<file path="src/adc_cfg_pkg.sv">
// Purpose: Shared constants and carriers of the converter configuration bank.
// Assumes: 13-bit register address, 8-bit data, one clock.
// Notes:   Each offset and reset value is named once here.

package adc_cfg_pkg;

  // ---------------------------------------------------------------
  // Register offsets
  // ---------------------------------------------------------------
  localparam logic [12:0] ADDR_CHANNEL_SELECT    = 13'h0005;
  localparam logic [12:0] ADDR_PATTERN_ONE_LOW   = 13'h0019;
  localparam logic [12:0] ADDR_PATTERN_ONE_HIGH  = 13'h001A;
  localparam logic [12:0] ADDR_PATTERN_TWO_LOW   = 13'h001B;
  localparam logic [12:0] ADDR_PATTERN_TWO_HIGH  = 13'h001C;
  localparam logic [12:0] ADDR_SERIALIZER        = 13'h0021;
  localparam logic [12:0] ADDR_CHANNEL_STATUS    = 13'h0022;
  localparam logic [12:0] ADDR_TRANSFER          = 13'h00FF;
  localparam logic [12:0] ADDR_OVERRIDE          = 13'h0100;
  localparam logic [12:0] ADDR_IO_CONTROL_TWO    = 13'h0101;
  localparam logic [12:0] ADDR_IO_CONTROL_THREE  = 13'h0102;
  localparam logic [12:0] ADDR_SYNC              = 13'h0109;

  // ---------------------------------------------------------------
  // Reset values
  // ---------------------------------------------------------------
  localparam logic [7:0] RST_CHANNEL_SELECT = 8'h3F;
  localparam logic [7:0] RST_ZERO           = 8'h00;
  localparam logic [7:0] RST_SERIALIZER     = 8'h32;

  // ---------------------------------------------------------------
  // Field positions and widths
  // ---------------------------------------------------------------
  localparam int NUM_DATA_CH   = 4;   // Data channels, select bits 3:0
  localparam int NUM_ALL_CH    = 6;   // Plus two clock outputs, bits 5:4
  localparam int BIT_TRANSFER  = 0;   // Transfer commit bit
  localparam int BIT_PD        = 0;   // Channel power-down
  localparam int BIT_ORST      = 1;   // Channel output reset
  localparam int BIT_PULL_OFF  = 0;   // Data pin pull-down disable
  localparam int BIT_CM_PD     = 3;   // Common-mode output power-down
  localparam int BIT_SYNC_EN   = 0;   // Sync enable
  localparam int BIT_SYNC_NEXT = 1;   // Sync next only
  localparam logic [7:0] MASK_SERIALIZER = 8'hF7;
  localparam logic [7:0] MASK_STATUS     = 8'h03;
  localparam logic [7:0] MASK_OVERRIDE   = 8'h77;
  localparam logic [7:0] MASK_SYNC       = 8'h03;

  // ---------------------------------------------------------------
  // Carriers
  // ---------------------------------------------------------------
  typedef struct packed {
    logic       lsb_first;   // Bit 7
    logic [2:0] lane_mode;   // Bits 6:4: 000..011 two-lane, 100 one-lane
    logic       open_bit;    // Bit 3, reads zero
    logic       frame_2x;    // Bit 2
    logic [1:0] word_len;    // Bits 1:0: 10 = 12 bits, 11 = 10 bits
  } serializer_t;

  typedef struct packed {
    logic       open_hi;     // Bit 7, reads zero
    logic       enable;      // Bit 6
    logic [1:0] resolution;  // Bits 5:4
    logic       open_mid;    // Bit 3, reads zero
    logic [2:0] rate_cap;    // Bits 2:0: 20,40,50,65,80,105,125 MSPS
  } override_t;

endpackage

</file>
<file path="src/adc_output_config_registers.sv">
// Purpose: Configuration register bank written by the serial port host.
// Assumes: Serial front end delivers decoded byte accesses on clk.
// Notes:   Reads return data one cycle after rd_en.

`timescale 1ns/1ps

module adc_output_config_registers (
  input  wire logic                    clk,              // 100 MHz clock
  input  wire logic                    rstn,             // Power-on reset, low
  input  wire logic [12:0]             addr,             // Register address
  input  wire logic [7:0]              wdata,            // Write data
  input  wire logic                    wr_en,            // Write strobe, one cycle
  input  wire logic                    rd_en,            // Read strobe, one cycle
  output logic      [7:0]              rdata,            // Read data, registered
  output logic                         rvalid,           // Read data valid pulse
  input  wire logic                    sync_in,          // Sync pin, asynchronous
  output logic      [15:0]             pattern_one,      // User pattern one
  output logic      [15:0]             pattern_two,      // User pattern two
  output adc_cfg_pkg::serializer_t     serializer,       // Serializer options
  output logic      [5:0]              ch_power_down,    // Per channel power-down
  output logic      [5:0]              ch_output_reset,  // Per channel output reset
  output adc_cfg_pkg::override_t       override_active,  // Committed override
  output logic                         sdio_pulldown_en, // Data pin pull-down on
  output logic                         common_mode_pd,   // Common-mode output off
  output logic                         divider_realign   // Realign pulse
);

  // ---------------------------------------------------------------
  // State
  // ---------------------------------------------------------------
  logic [7:0] channel_select, next_channel_select;   // Local write targets
  logic [7:0] pat [4], next_pat [4];                  // Pattern bytes
  logic [7:0] ser_reg, next_ser_reg;                  // Serializer control
  logic [7:0] status [6], next_status [6];            // Per channel status
  logic [7:0] ovr_shadow, next_ovr_shadow;            // Override, uncommitted
  logic [7:0] ovr_live, next_ovr_live;                // Override, committed
  logic [7:0] io_two, next_io_two;                    // User I/O control 2
  logic [7:0] io_three, next_io_three;                // User I/O control 3
  logic [7:0] sync_reg, next_sync_reg;                // Sync control
  logic [7:0] next_rdata;                             // Read mux result
  logic       next_rvalid;                            // Read answer
  logic       sync_meta, sync_q, sync_prev;           // Pin synchroniser
  logic       sync_event;                             // Rising edge of pin
  logic       next_realign;                           // Realign request

  // ---------------------------------------------------------------
  // Sync pin synchroniser
  // ---------------------------------------------------------------
  // Two flops before use; edge detect reads the second and its one-cycle delayed copy
  always_ff @(posedge clk or negedge rstn) begin
    if (!rstn) begin
      sync_meta <= 1'b0;
      sync_q    <= 1'b0;
      sync_prev <= 1'b0;
    end else begin
      sync_meta <= sync_in;
      sync_q    <= sync_meta;
      sync_prev <= sync_q;
    end
  end

  assign sync_event = sync_q & ~sync_prev;

  // ---------------------------------------------------------------
  // Register next values
  // ---------------------------------------------------------------
  // All writes land the cycle they are taken
  always_comb begin
    next_channel_select = channel_select;
    next_pat            = pat;
    next_ser_reg        = ser_reg;
    next_status         = status;
    next_ovr_shadow     = ovr_shadow;
    next_ovr_live       = ovr_live;
    next_io_two         = io_two;
    next_io_three       = io_three;
    next_sync_reg       = sync_reg;
    next_realign        = 1'b0;
    if (wr_en) begin
      case (addr)
        adc_cfg_pkg::ADDR_CHANNEL_SELECT: begin
          next_channel_select = {2'h0, wdata[5:0]};
        end
        adc_cfg_pkg::ADDR_PATTERN_ONE_LOW:  next_pat[0] = wdata;
        adc_cfg_pkg::ADDR_PATTERN_ONE_HIGH: next_pat[1] = wdata;
        adc_cfg_pkg::ADDR_PATTERN_TWO_LOW:  next_pat[2] = wdata;
        adc_cfg_pkg::ADDR_PATTERN_TWO_HIGH: next_pat[3] = wdata;
        adc_cfg_pkg::ADDR_SERIALIZER: begin
          // Global: selection is ignored
          next_ser_reg = wdata & adc_cfg_pkg::MASK_SERIALIZER;
        end
        adc_cfg_pkg::ADDR_CHANNEL_STATUS: begin
          // Local: only selected channels take the write
          for (int i = 0; i < adc_cfg_pkg::NUM_ALL_CH; i++) begin
            if (channel_select[i]) begin
              next_status[i] = wdata & adc_cfg_pkg::MASK_STATUS;
            end
          end
        end
        adc_cfg_pkg::ADDR_TRANSFER: begin
          // Commit the staged override
          if (wdata[adc_cfg_pkg::BIT_TRANSFER]) begin
            next_ovr_live = ovr_shadow;
          end
        end
        adc_cfg_pkg::ADDR_OVERRIDE: begin
          next_ovr_shadow = wdata & adc_cfg_pkg::MASK_OVERRIDE;
        end
        adc_cfg_pkg::ADDR_IO_CONTROL_TWO: begin
          next_io_two = {7'h00, wdata[adc_cfg_pkg::BIT_PULL_OFF]};
        end
        adc_cfg_pkg::ADDR_IO_CONTROL_THREE: begin
          next_io_three = wdata & 8'h08;
        end
        adc_cfg_pkg::ADDR_SYNC: begin
          next_sync_reg = wdata & adc_cfg_pkg::MASK_SYNC;
        end
        default: begin
          // Unmapped write is ignored
        end
      endcase
    end
    // Sync event: realign; when armed for one event only, drop enable unless the sync register is written that cycle
    if (sync_event && sync_reg[adc_cfg_pkg::BIT_SYNC_EN]) begin
      next_realign = 1'b1;
      if (sync_reg[adc_cfg_pkg::BIT_SYNC_NEXT] &&
          !(wr_en && addr == adc_cfg_pkg::ADDR_SYNC)) begin
        next_sync_reg[adc_cfg_pkg::BIT_SYNC_EN] = 1'b0;
      end
    end
  end

  // ---------------------------------------------------------------
  // Register state
  // ---------------------------------------------------------------
  always_ff @(posedge clk or negedge rstn) begin
    if (!rstn) begin
      channel_select  <= adc_cfg_pkg::RST_CHANNEL_SELECT;
      pat             <= '{default: adc_cfg_pkg::RST_ZERO};
      ser_reg         <= adc_cfg_pkg::RST_SERIALIZER;
      status          <= '{default: adc_cfg_pkg::RST_ZERO};
      ovr_shadow      <= adc_cfg_pkg::RST_ZERO;
      ovr_live        <= adc_cfg_pkg::RST_ZERO;
      io_two          <= adc_cfg_pkg::RST_ZERO;
      io_three        <= adc_cfg_pkg::RST_ZERO;
      sync_reg        <= adc_cfg_pkg::RST_ZERO;
      divider_realign <= 1'b0;
    end else begin
      channel_select  <= next_channel_select;
      pat             <= next_pat;
      ser_reg         <= next_ser_reg;
      status          <= next_status;
      ovr_shadow      <= next_ovr_shadow;
      ovr_live        <= next_ovr_live;
      io_two          <= next_io_two;
      io_three        <= next_io_three;
      sync_reg        <= next_sync_reg;
      divider_realign <= next_realign;
    end
  end

  // ---------------------------------------------------------------
  // Read path
  // ---------------------------------------------------------------
  // Local register reads the lowest selected channel
  always_comb begin
    next_rdata  = 8'h00;
    next_rvalid = rd_en;
    if (rd_en) begin
      case (addr)
        adc_cfg_pkg::ADDR_CHANNEL_SELECT:   next_rdata = channel_select;
        adc_cfg_pkg::ADDR_PATTERN_ONE_LOW:  next_rdata = pat[0];
        adc_cfg_pkg::ADDR_PATTERN_ONE_HIGH: next_rdata = pat[1];
        adc_cfg_pkg::ADDR_PATTERN_TWO_LOW:  next_rdata = pat[2];
        adc_cfg_pkg::ADDR_PATTERN_TWO_HIGH: next_rdata = pat[3];
        adc_cfg_pkg::ADDR_SERIALIZER:       next_rdata = ser_reg;
        adc_cfg_pkg::ADDR_CHANNEL_STATUS: begin
          for (int i = adc_cfg_pkg::NUM_ALL_CH - 1; i >= 0; i--) begin
            if (channel_select[i]) begin
              next_rdata = status[i];
            end
          end
        end
        adc_cfg_pkg::ADDR_OVERRIDE:         next_rdata = ovr_shadow;
        adc_cfg_pkg::ADDR_IO_CONTROL_TWO:   next_rdata = io_two;
        adc_cfg_pkg::ADDR_IO_CONTROL_THREE: next_rdata = io_three;
        adc_cfg_pkg::ADDR_SYNC:             next_rdata = sync_reg;
        default:                            next_rdata = 8'h00;
      endcase
    end
  end

  always_ff @(posedge clk or negedge rstn) begin
    if (!rstn) begin
      rdata  <= 8'h00;
      rvalid <= 1'b0;
    end else begin
      rdata  <= next_rdata;
      rvalid <= next_rvalid;
    end
  end

  // ---------------------------------------------------------------
  // Outputs
  // ---------------------------------------------------------------
  assign pattern_one      = {pat[1], pat[0]};
  assign pattern_two      = {pat[3], pat[2]};
  assign serializer       = adc_cfg_pkg::serializer_t'(ser_reg);
  // Only the committed copy reaches the converter; rate is a cap only
  assign override_active  = adc_cfg_pkg::override_t'(ovr_live);
  assign sdio_pulldown_en = ~io_two[adc_cfg_pkg::BIT_PULL_OFF];
  assign common_mode_pd   = io_three[adc_cfg_pkg::BIT_CM_PD];

  // Per channel status fan-out
  genvar g;
  generate
    for (g = 0; g < adc_cfg_pkg::NUM_ALL_CH; g++) begin : g_ch
      assign ch_power_down[g]   = status[g][adc_cfg_pkg::BIT_PD];
      assign ch_output_reset[g] = status[g][adc_cfg_pkg::BIT_ORST];
    end
  endgenerate

endmodule // adc_output_config_registers

</file>
<file path="config.mk">
export PLATFORM = sky130hd
export DESIGN_NAME = adc_output_config_registers
export DESIGN_NICKNAME = d
export VERILOG_FILES = /design/src/adc_cfg_pkg.sv /design/src/adc_output_config_registers.sv
export SDC_FILE = /design/constraint.sdc
export NUM_CORES = 1
export LEC_CHECK = 0
export BUFFER_PORTS_ARGS = -buffer_cell sky130_fd_sc_hd__buf_2
export CAP_MARGIN = 20
export CORE_ASPECT_RATIO = 1.2
export CORE_MARGIN = 5
export CORE_UTILIZATION = 35
export CTS_CLUSTER_DIAMETER = 120
export DETAILED_ROUTE_END_ITERATION = 16
export HOLD_SLACK_MARGIN = 0.15
export PLACE_DENSITY_LB_ADDON = 0.05
export SETUP_SLACK_MARGIN = 0.02
export SLEW_MARGIN = 10
export SYNTH_ARGS = -nofsm -noshare
export SYNTH_HDL_FRONTEND = slang
export SYNTH_SLANG_ARGS = --single-unit
export TNS_END_PERCENT = 20
</file>
<file path="constraint.sdc">
create_clock -name clk -period 4.2 [get_ports clk]
set_input_delay 1.05 -clock clk [delete_from_list [all_inputs] [get_ports clk]]
set_output_delay 1.05 -clock clk [all_outputs]
set_load 0.02 [all_outputs]
</file>
==> results of run 1 <==
worst max-delay path, stage by stage:
cell     delay, ns
buf_2         0.11
or3_1         0.54
nor3_4        0.34
and2_0        0.52
nand4_4       0.31
mux2_2        0.36
cell type report:
class	count	area [um2]
fillers	1144	6440
inverters	6	22.5
clock buffers	12	236
flip-flops and latches	86	2160
well taps	157	196
clock inverters	4	48.8
repair buffers	99	531
multi-input cells	208	1770
cells by family (layout without fill, tap and decap cells):
family / count (synthesis) / after routing / synth area share (%)
DFF: 86 / 86 / 53.7
muxes: 81 / 81 / 22.6
and+or+nand+nor: 77 / 77 / 12.1
AOI/OAI and AO/OA: 47 / 47 / 8.89
buffers and inverters: 23 / 121 / 2.61
other: 1 / 3 / 0.0931
stage by stage:
stage,cell area (um2),cells,util [%]
floorplan,4030,317,-
global placement,4650,555,40.8
detailed placement,4650,555,40.8
CTS,4940,571,43.3
global route,4960,572,43.5
finish,4960,572,43.5
power by group:
group | switching, W | internal [W]
Combinational | 0.0000631 | 0.0000226
Clock | 0.000320 | 0.000460
Sequential | 0.00000174 | 0.000832
per-layer routing:
metal  up-vias  track usage (%)  wire length, um
met5         -                0                0
met4         0             6.32              196
met3        12             3.28              542
met2        98             28.7             5870
met1      1539             24.1             5080
li1       1366                -                -
final timing paths:
kind / to / depth (start not counted)
max: pattern_two[1]$_DFFE_PN0P_ / 6
min: sync_q$_DFF_PN0_ / 0
max reg2reg: rdata[0]$_DFF_PN0_ / 5
min reg2reg: sync_q$_DFF_PN0_ / 0
max in group asynchronous: pattern_two[10]$_DFFE_PN0P_ / 3
min in group asynchronous: ch_power_down[3]$_DFFE_PN0P_ / 1
cells in the final DEF, fill, tap and decap left out, drive strengths merged, types with 5 or more instances in the layout:
| cell type | count |
|---|---|
| dfrtp | 77 |
| nor2 | 5 |
| a21oi | 14 |
| and3 | 5 |
| nor3 | 6 |
| a22oi | 8 |
| dfstp | 9 |
| clkbuf | 12 |
| nand2 | 24 |
| nand3 | 9 |
| inv | 6 |
| mux2 | 80 |
| buf | 99 |
==> key figures, run 1 <==
Status
  – Status: completed

Setup path
  – R2R setup slack: 2.38 ns
  – Arr. time, crit path: 3.25 ns
  – Worst Setup SP: addr[5]
  – CP max FO: 8
  – Worst R2R Start: channel_select[4]$_DFFE_PN1P_
  – Endpoint class of the critical path: flop
  – Startpoint class of the critical path: input port
  – WP data required: 4.43 ns
  – Critical path class: input port to flop

Placement
  – Post-DP HPWL: about 8500 um
  – Number of port buffers: 94
  – Routability cong.: 0.839
  – Pre-CTS WS: a little over 0.8 ns

CTS
  – Post-CTS Setup Bufs: 0
  – CTS Root Cell: clkbuf_16
  – CTS Buf Count: 9
  – Clock sink count: 86
  – Clock buffer depth: 2
  – Cts repair resizes: 0
  – Cts hold-fix bufs: 0
  – Clock slew seen by the registers of the worst setup and hold paths: 0.06 ns
  – Worst-Skew Late Latency: 0.35 ns
  – CTS tree: done
  – H-tree depth: 3

STA
  – Slew @ Worst Pin: between 0.7 and 0.8 ns
  – Worst Skew: 0.00826 ns
  – Fin crit share: 72.0%
  – Max Slew Vio Count: 0
  – Setup violators final: 0
  – Fin Setup TNS: 0 ns
  – Final Hold Fails: 0
  – Setup WS post-layout: approximately 1.2 ns
  – Min Clock Period, post-route: 3.03 ns
  – Hold_ws: approximately 0.35 ns
  – Highest Clock Rate: 331 MHz
  – Rel. slew slack: 47.9%
  – RSZ-0062 raised after global routing: false

GRT
  – Vias in the first global route: 3,173
  – Grt ovf: 0
  – Largest net degree at the start of global routing: between 80 and 90
  – Tot GR Track Use: between 15 and 20%
  – Antenna violations before repair: 0
  – First-pass GRT wire length: 18,500 um

Die
  – Io pins: 98
  – Die W: between 100 and 150 um
  – Num rows: between 40 and 50
  – Die Ht: 127 um
  – Total die area: 0.0138 mm2
  – Starting Density: 35.3%
  – Core box area: 0.0114 mm2

Synthesis
  – Netlist Area Pre-Place: 0.00403 mm2
  – Yosys top cell area share: 47.9%
  – Cell with the most instances after synthesis: mux2_2
  – Register bit total from synthesis: between 80 and 90
  – Avg Inst Size Synth: 12.8 um2
  – EDFF count, synth: 0
  – Sequential-to-total area share from yosys stat: 53.7%
  – Synth async-reset ratio: 100%
  – Most area-hungry cell type in the Yosys netlist: dfrtp_1
  – Synth top cells by count: 79 x mux2_2, 77 x dfrtp_1, 22 x nand2_1
  – Yosys cell types: 56
  – Post-Synthesis Cells: 315
  – Synth area leaders: dfrtp_1 48%, mux2_2 22%, dfstp_2 5.9%
  – Synth warn: 0
  – Main flop type after synthesis: dfrtp_1

Pwr
  – Total power draw: 0.00170 W
  – Leak: 2.52 nW
  – IR drop worst, VDD: 167 uV
  – P per Cell Area: about 340 mW/mm2

Worst hold path
  – Hold path startpoint: sync_meta$_DFF_PN0_
  – Hold Crit Class: flop to flop

Routing
  – Drt drc: 0
  – Via density: 5.27
  – DR vias: 3,015
  – DRT Wirelength: 11,700 um
  – Final ANT Viol Nets: 0
  – WL/cell: ~20 um
  – Initial drt markers: 123
  – DR pass1 iterations: 5

Finish
  – Fraction of layout cells with a size suffix above 1: between 50% and 60%
  – Syn-to-layout area delta: 23.3%
  – Final nets: 436
  – ANT cells: 0

Flow run
  – Max-Cap Viols: 0
No activity file was read; power rests on OpenSTA's default activity.
==> run 2: changes to the inputs <==
Settings changed: ABC_AREA set to 1.
Clock period 4.2 ns to 3.03 ns, I/O delays scaled along.
==> run 2 against run 1 <==
Against the previous run: final area is 5.8% higher; clock skew is 0.0043 ns lower; critical endpoint is now channel_select[1]$_DFFE_PN1P_; cell count is 35% higher; count of clock-buffer cells in the layout is 2 lower; largest cell class unchanged; power is 40% higher; critical path type unchanged.
==> key figures, run 2 <==
Status
  – Status: completed

Pwr
  – Leak: about 2.7 nW
  – IR drop worst, VDD: 192 uV
  – P per Cell Area: 453 mW/mm2

Synthesis
  – Register bit total from synthesis: 86
  – Avg Inst Size Synth: 8.59 um2
  – Synth warn: 0
  – Synth top cells by count: 141 x nand2_1, 77 x dfrtp_1, 49 x inv_1
  – Cell with the most instances after synthesis: nand2_1
  – Post-Synthesis Cells: roughly 500
  – EDFF count, synth: 0
  – Sequential-to-total area share from yosys stat: 49.2%
  – Synth async-reset ratio: between 90% and 100%
  – Most area-hungry cell type in the Yosys netlist: dfrtp_1
  – Yosys cell types: 29
  – Synth area leaders: dfrtp_1 44%, nand2_1 12%, o21ai_2 8.2%
  – Main flop type after synthesis: dfrtp_1
  – Yosys top cell area share: between 40% and 50%
  – Netlist Area Pre-Place: about 0.0044 mm2

Routing
  – DR pass1 iterations: 4
  – WL/cell: 16.2 um
  – Via density: 4.79
  – Final ANT Viol Nets: 0
  – DR vias: 3,692
  – Initial drt markers: 216
  – DRT Wirelength: 12,500 um
  – Drt drc: 0

CTS
  – Post-CTS Setup Bufs: 0
  – Clock buffer depth: 2
  – Cts repair resizes: 0
  – H-tree depth: 3
  – Clock slew seen by the registers of the worst setup and hold paths: 0.06 ns
  – Cts hold-fix bufs: 0
  – CTS tree: done
  – Clock sink count: 86
  – Worst-Skew Late Latency: between 0.3 and 0.4 ns
  – CTS Buf Count: 9
  – CTS Root Cell: clkbuf_16

Finish
  – Fraction of layout cells with a size suffix above 1: 32.8%
  – Post-route cell area: 0.00525 mm2
  – Register area: 0.00216 mm2
  – Leading cell type in the layout, fill and taps excluded: nand2_1
  – Most frequent cells in the layout: 141 x nand2_1, 93 x buf_2, 77 x dfrtp_1
  – ANT cells: 0
  – Syn-to-layout area delta: 19.4%
  – Final nets: 630
  – Area of the multi-input gates: approximately 0.0019 mm2
  – Fill cells: 1,296

GRT
  – Antenna violations before repair: 0
  – Tot GR Track Use: between 10% and 20%
  – Largest net degree at the start of global routing: 51
  – Vias in the first global route: 3,735
  – Grt ovf: 0
  – First-pass GRT wire length: 20,300 um

Worst hold path
  – Hold path startpoint: sync_meta$_DFF_PN0_
  – Hold Crit Class: flop to flop
  – Hold Crit Depth: 0
  – Hold path endpoint: sync_q$_DFF_PN0_

Setup path
  – CP max FO: 12
  – Worst R2R Start: channel_select[4]$_DFFE_PN1P_
  – Arr. time, crit path: 2.29 ns
  – Worst Setup SP: addr[8]
  – Endpoint class of the critical path: flop
  – Worst R2R End: rdata[1]$_DFF_PN0_
  – Critical path class: input port to flop
  – R2R setup slack: around 1.7 ns
  – R2R depth: 8
  – Startpoint class of the critical path: input port
  – WP data required: 3.28 ns

STA
  – Setup WS post-layout: between 0.9 and 1 ns
  – Highest Clock Rate: 491 MHz
  – Max Slew Vio Count: 0
  – Setup violators final: 0
  – Slew @ Worst Pin: 0.721 ns
  – Min Clock Period, post-route: around 2.0 ns
  – Rel. slew slack: 51.9%
  – RSZ-0062 raised after global routing: false
  – Worst Skew: just under 0.004 ns
  – Fin crit share: 67.3%
  – Fin Setup TNS: 0 ns
  – Final Hold Fails: 0

Die
  – Total die area: 0.0149 mm2
  – Starting Density: 36.0%
  – Die Ht: between 100 and 150 um
  – Io pins: 98
  – Core box area: 0.0122 mm2
  – Die W: ~110 um
  – Num rows: 44

Placement
  – Area post-placement: 0.00496 mm2
  – Number of port buffers: 94
  – Pre-CTS WS: 0.654 ns
  – Routability cong.: 0.834
  – Post-DP HPWL: 9430 um

Flow run
  – Max-Cap Viols: 0
[run 2: cell count changes after synthesis, moves of 34 or more]
cell,before,now
nor2_1,4,40
nand2_1,22,141
o21ai_0,0,34
inv_1,6,49
o21ai_2,0,41
mux2_2,79,0
[run 2: cell families (layout without fill, tap and decap cells)]
family,after synthesis,after routing,share of synthesized area (%)
other,1,3,0.0852
AOI/OAI and AO/OA,90,90,13.8
and+or+nand+nor,261,261,28.5
muxes,1,1,0.227
buffers and inverters,73,168,8.13
DFF,86,86,49.2
[run 2: per-stage QoR]
step | hold slack, ns | total power (W) | utilization (%) | std cells
5_1_grt | 0.372 | 0.00248 | 43.0 | 770
2_1_floorplan | 0.331 | 0.00124 | - | 514
3_3_place_gp | 0.344 | 0.00130 | 40.6 | 754
3_5_place_dp | 0.344 | 0.00130 | 40.6 | 754
6_report | 0.354 | 0.00238 | 43.0 | 770
4_1_cts | 0.360 | 0.00241 | 43.0 | 770
[run 2: worst max-delay path, cell delays in order]
cell	delay [ns]
buf_2	0.12
nor2_4	0.13
nand3_4	0.15
nor2_4	0.30
nand2_1	0.20
inv_2	0.11
nand2_1	0.29
nand2_1	0.18
o21ai_2	0.06
[run 2: per-layer routing]
layer  up-vias  GRT usage [%]  part of all wire, %
met4         0           5.34                  1.7
met3        16           3.47                  5.1
li1       1830              -                    -
met5         -              0                    0
met1      1760           23.2                   45
met2        86           28.3                   49
[run 2: how the worst max path moves through the flow]
stage	end	slack [ns]
final	channel_select[1]$_DFFE_PN1P_	0.99
after global routing	channel_select[1]$_DFFE_PN1P_	0.81
after CTS	channel_select[1]$_DFFE_PN1P_	1.00
after detailed placement	channel_select[1]$_DFFE_PN1P_	0.65
after global placement	channel_select[0]$_DFFE_PN1P_	0.68
after floorplan	pattern_one[5]$_DFFE_PN0P_	1.21
[run 2: where the power goes]
| group | switching [W] | internal (W) | leakage, nW |
|---|---|---|---|
| combinational | 0.0000958 | 0.0000272 | 1.39 |
| clock | 0.000462 | 0.000638 | 0.143 |
| sequential | 0.00000267 | 0.00115 | 1.15 |
| total | 0.000561 | 0.00182 | 2.69 |
[run 2: final cells by class]
cell class                 instances  share of cell area, %
clock inverter                     6                   1.17
timing repair buffer              96                   9.53
multi-input combinational        355                   35.9
sequential                        86                   41.2
inverter                          56                   4.00
clock buffer                      10                   4.36
tap                              161                   3.84
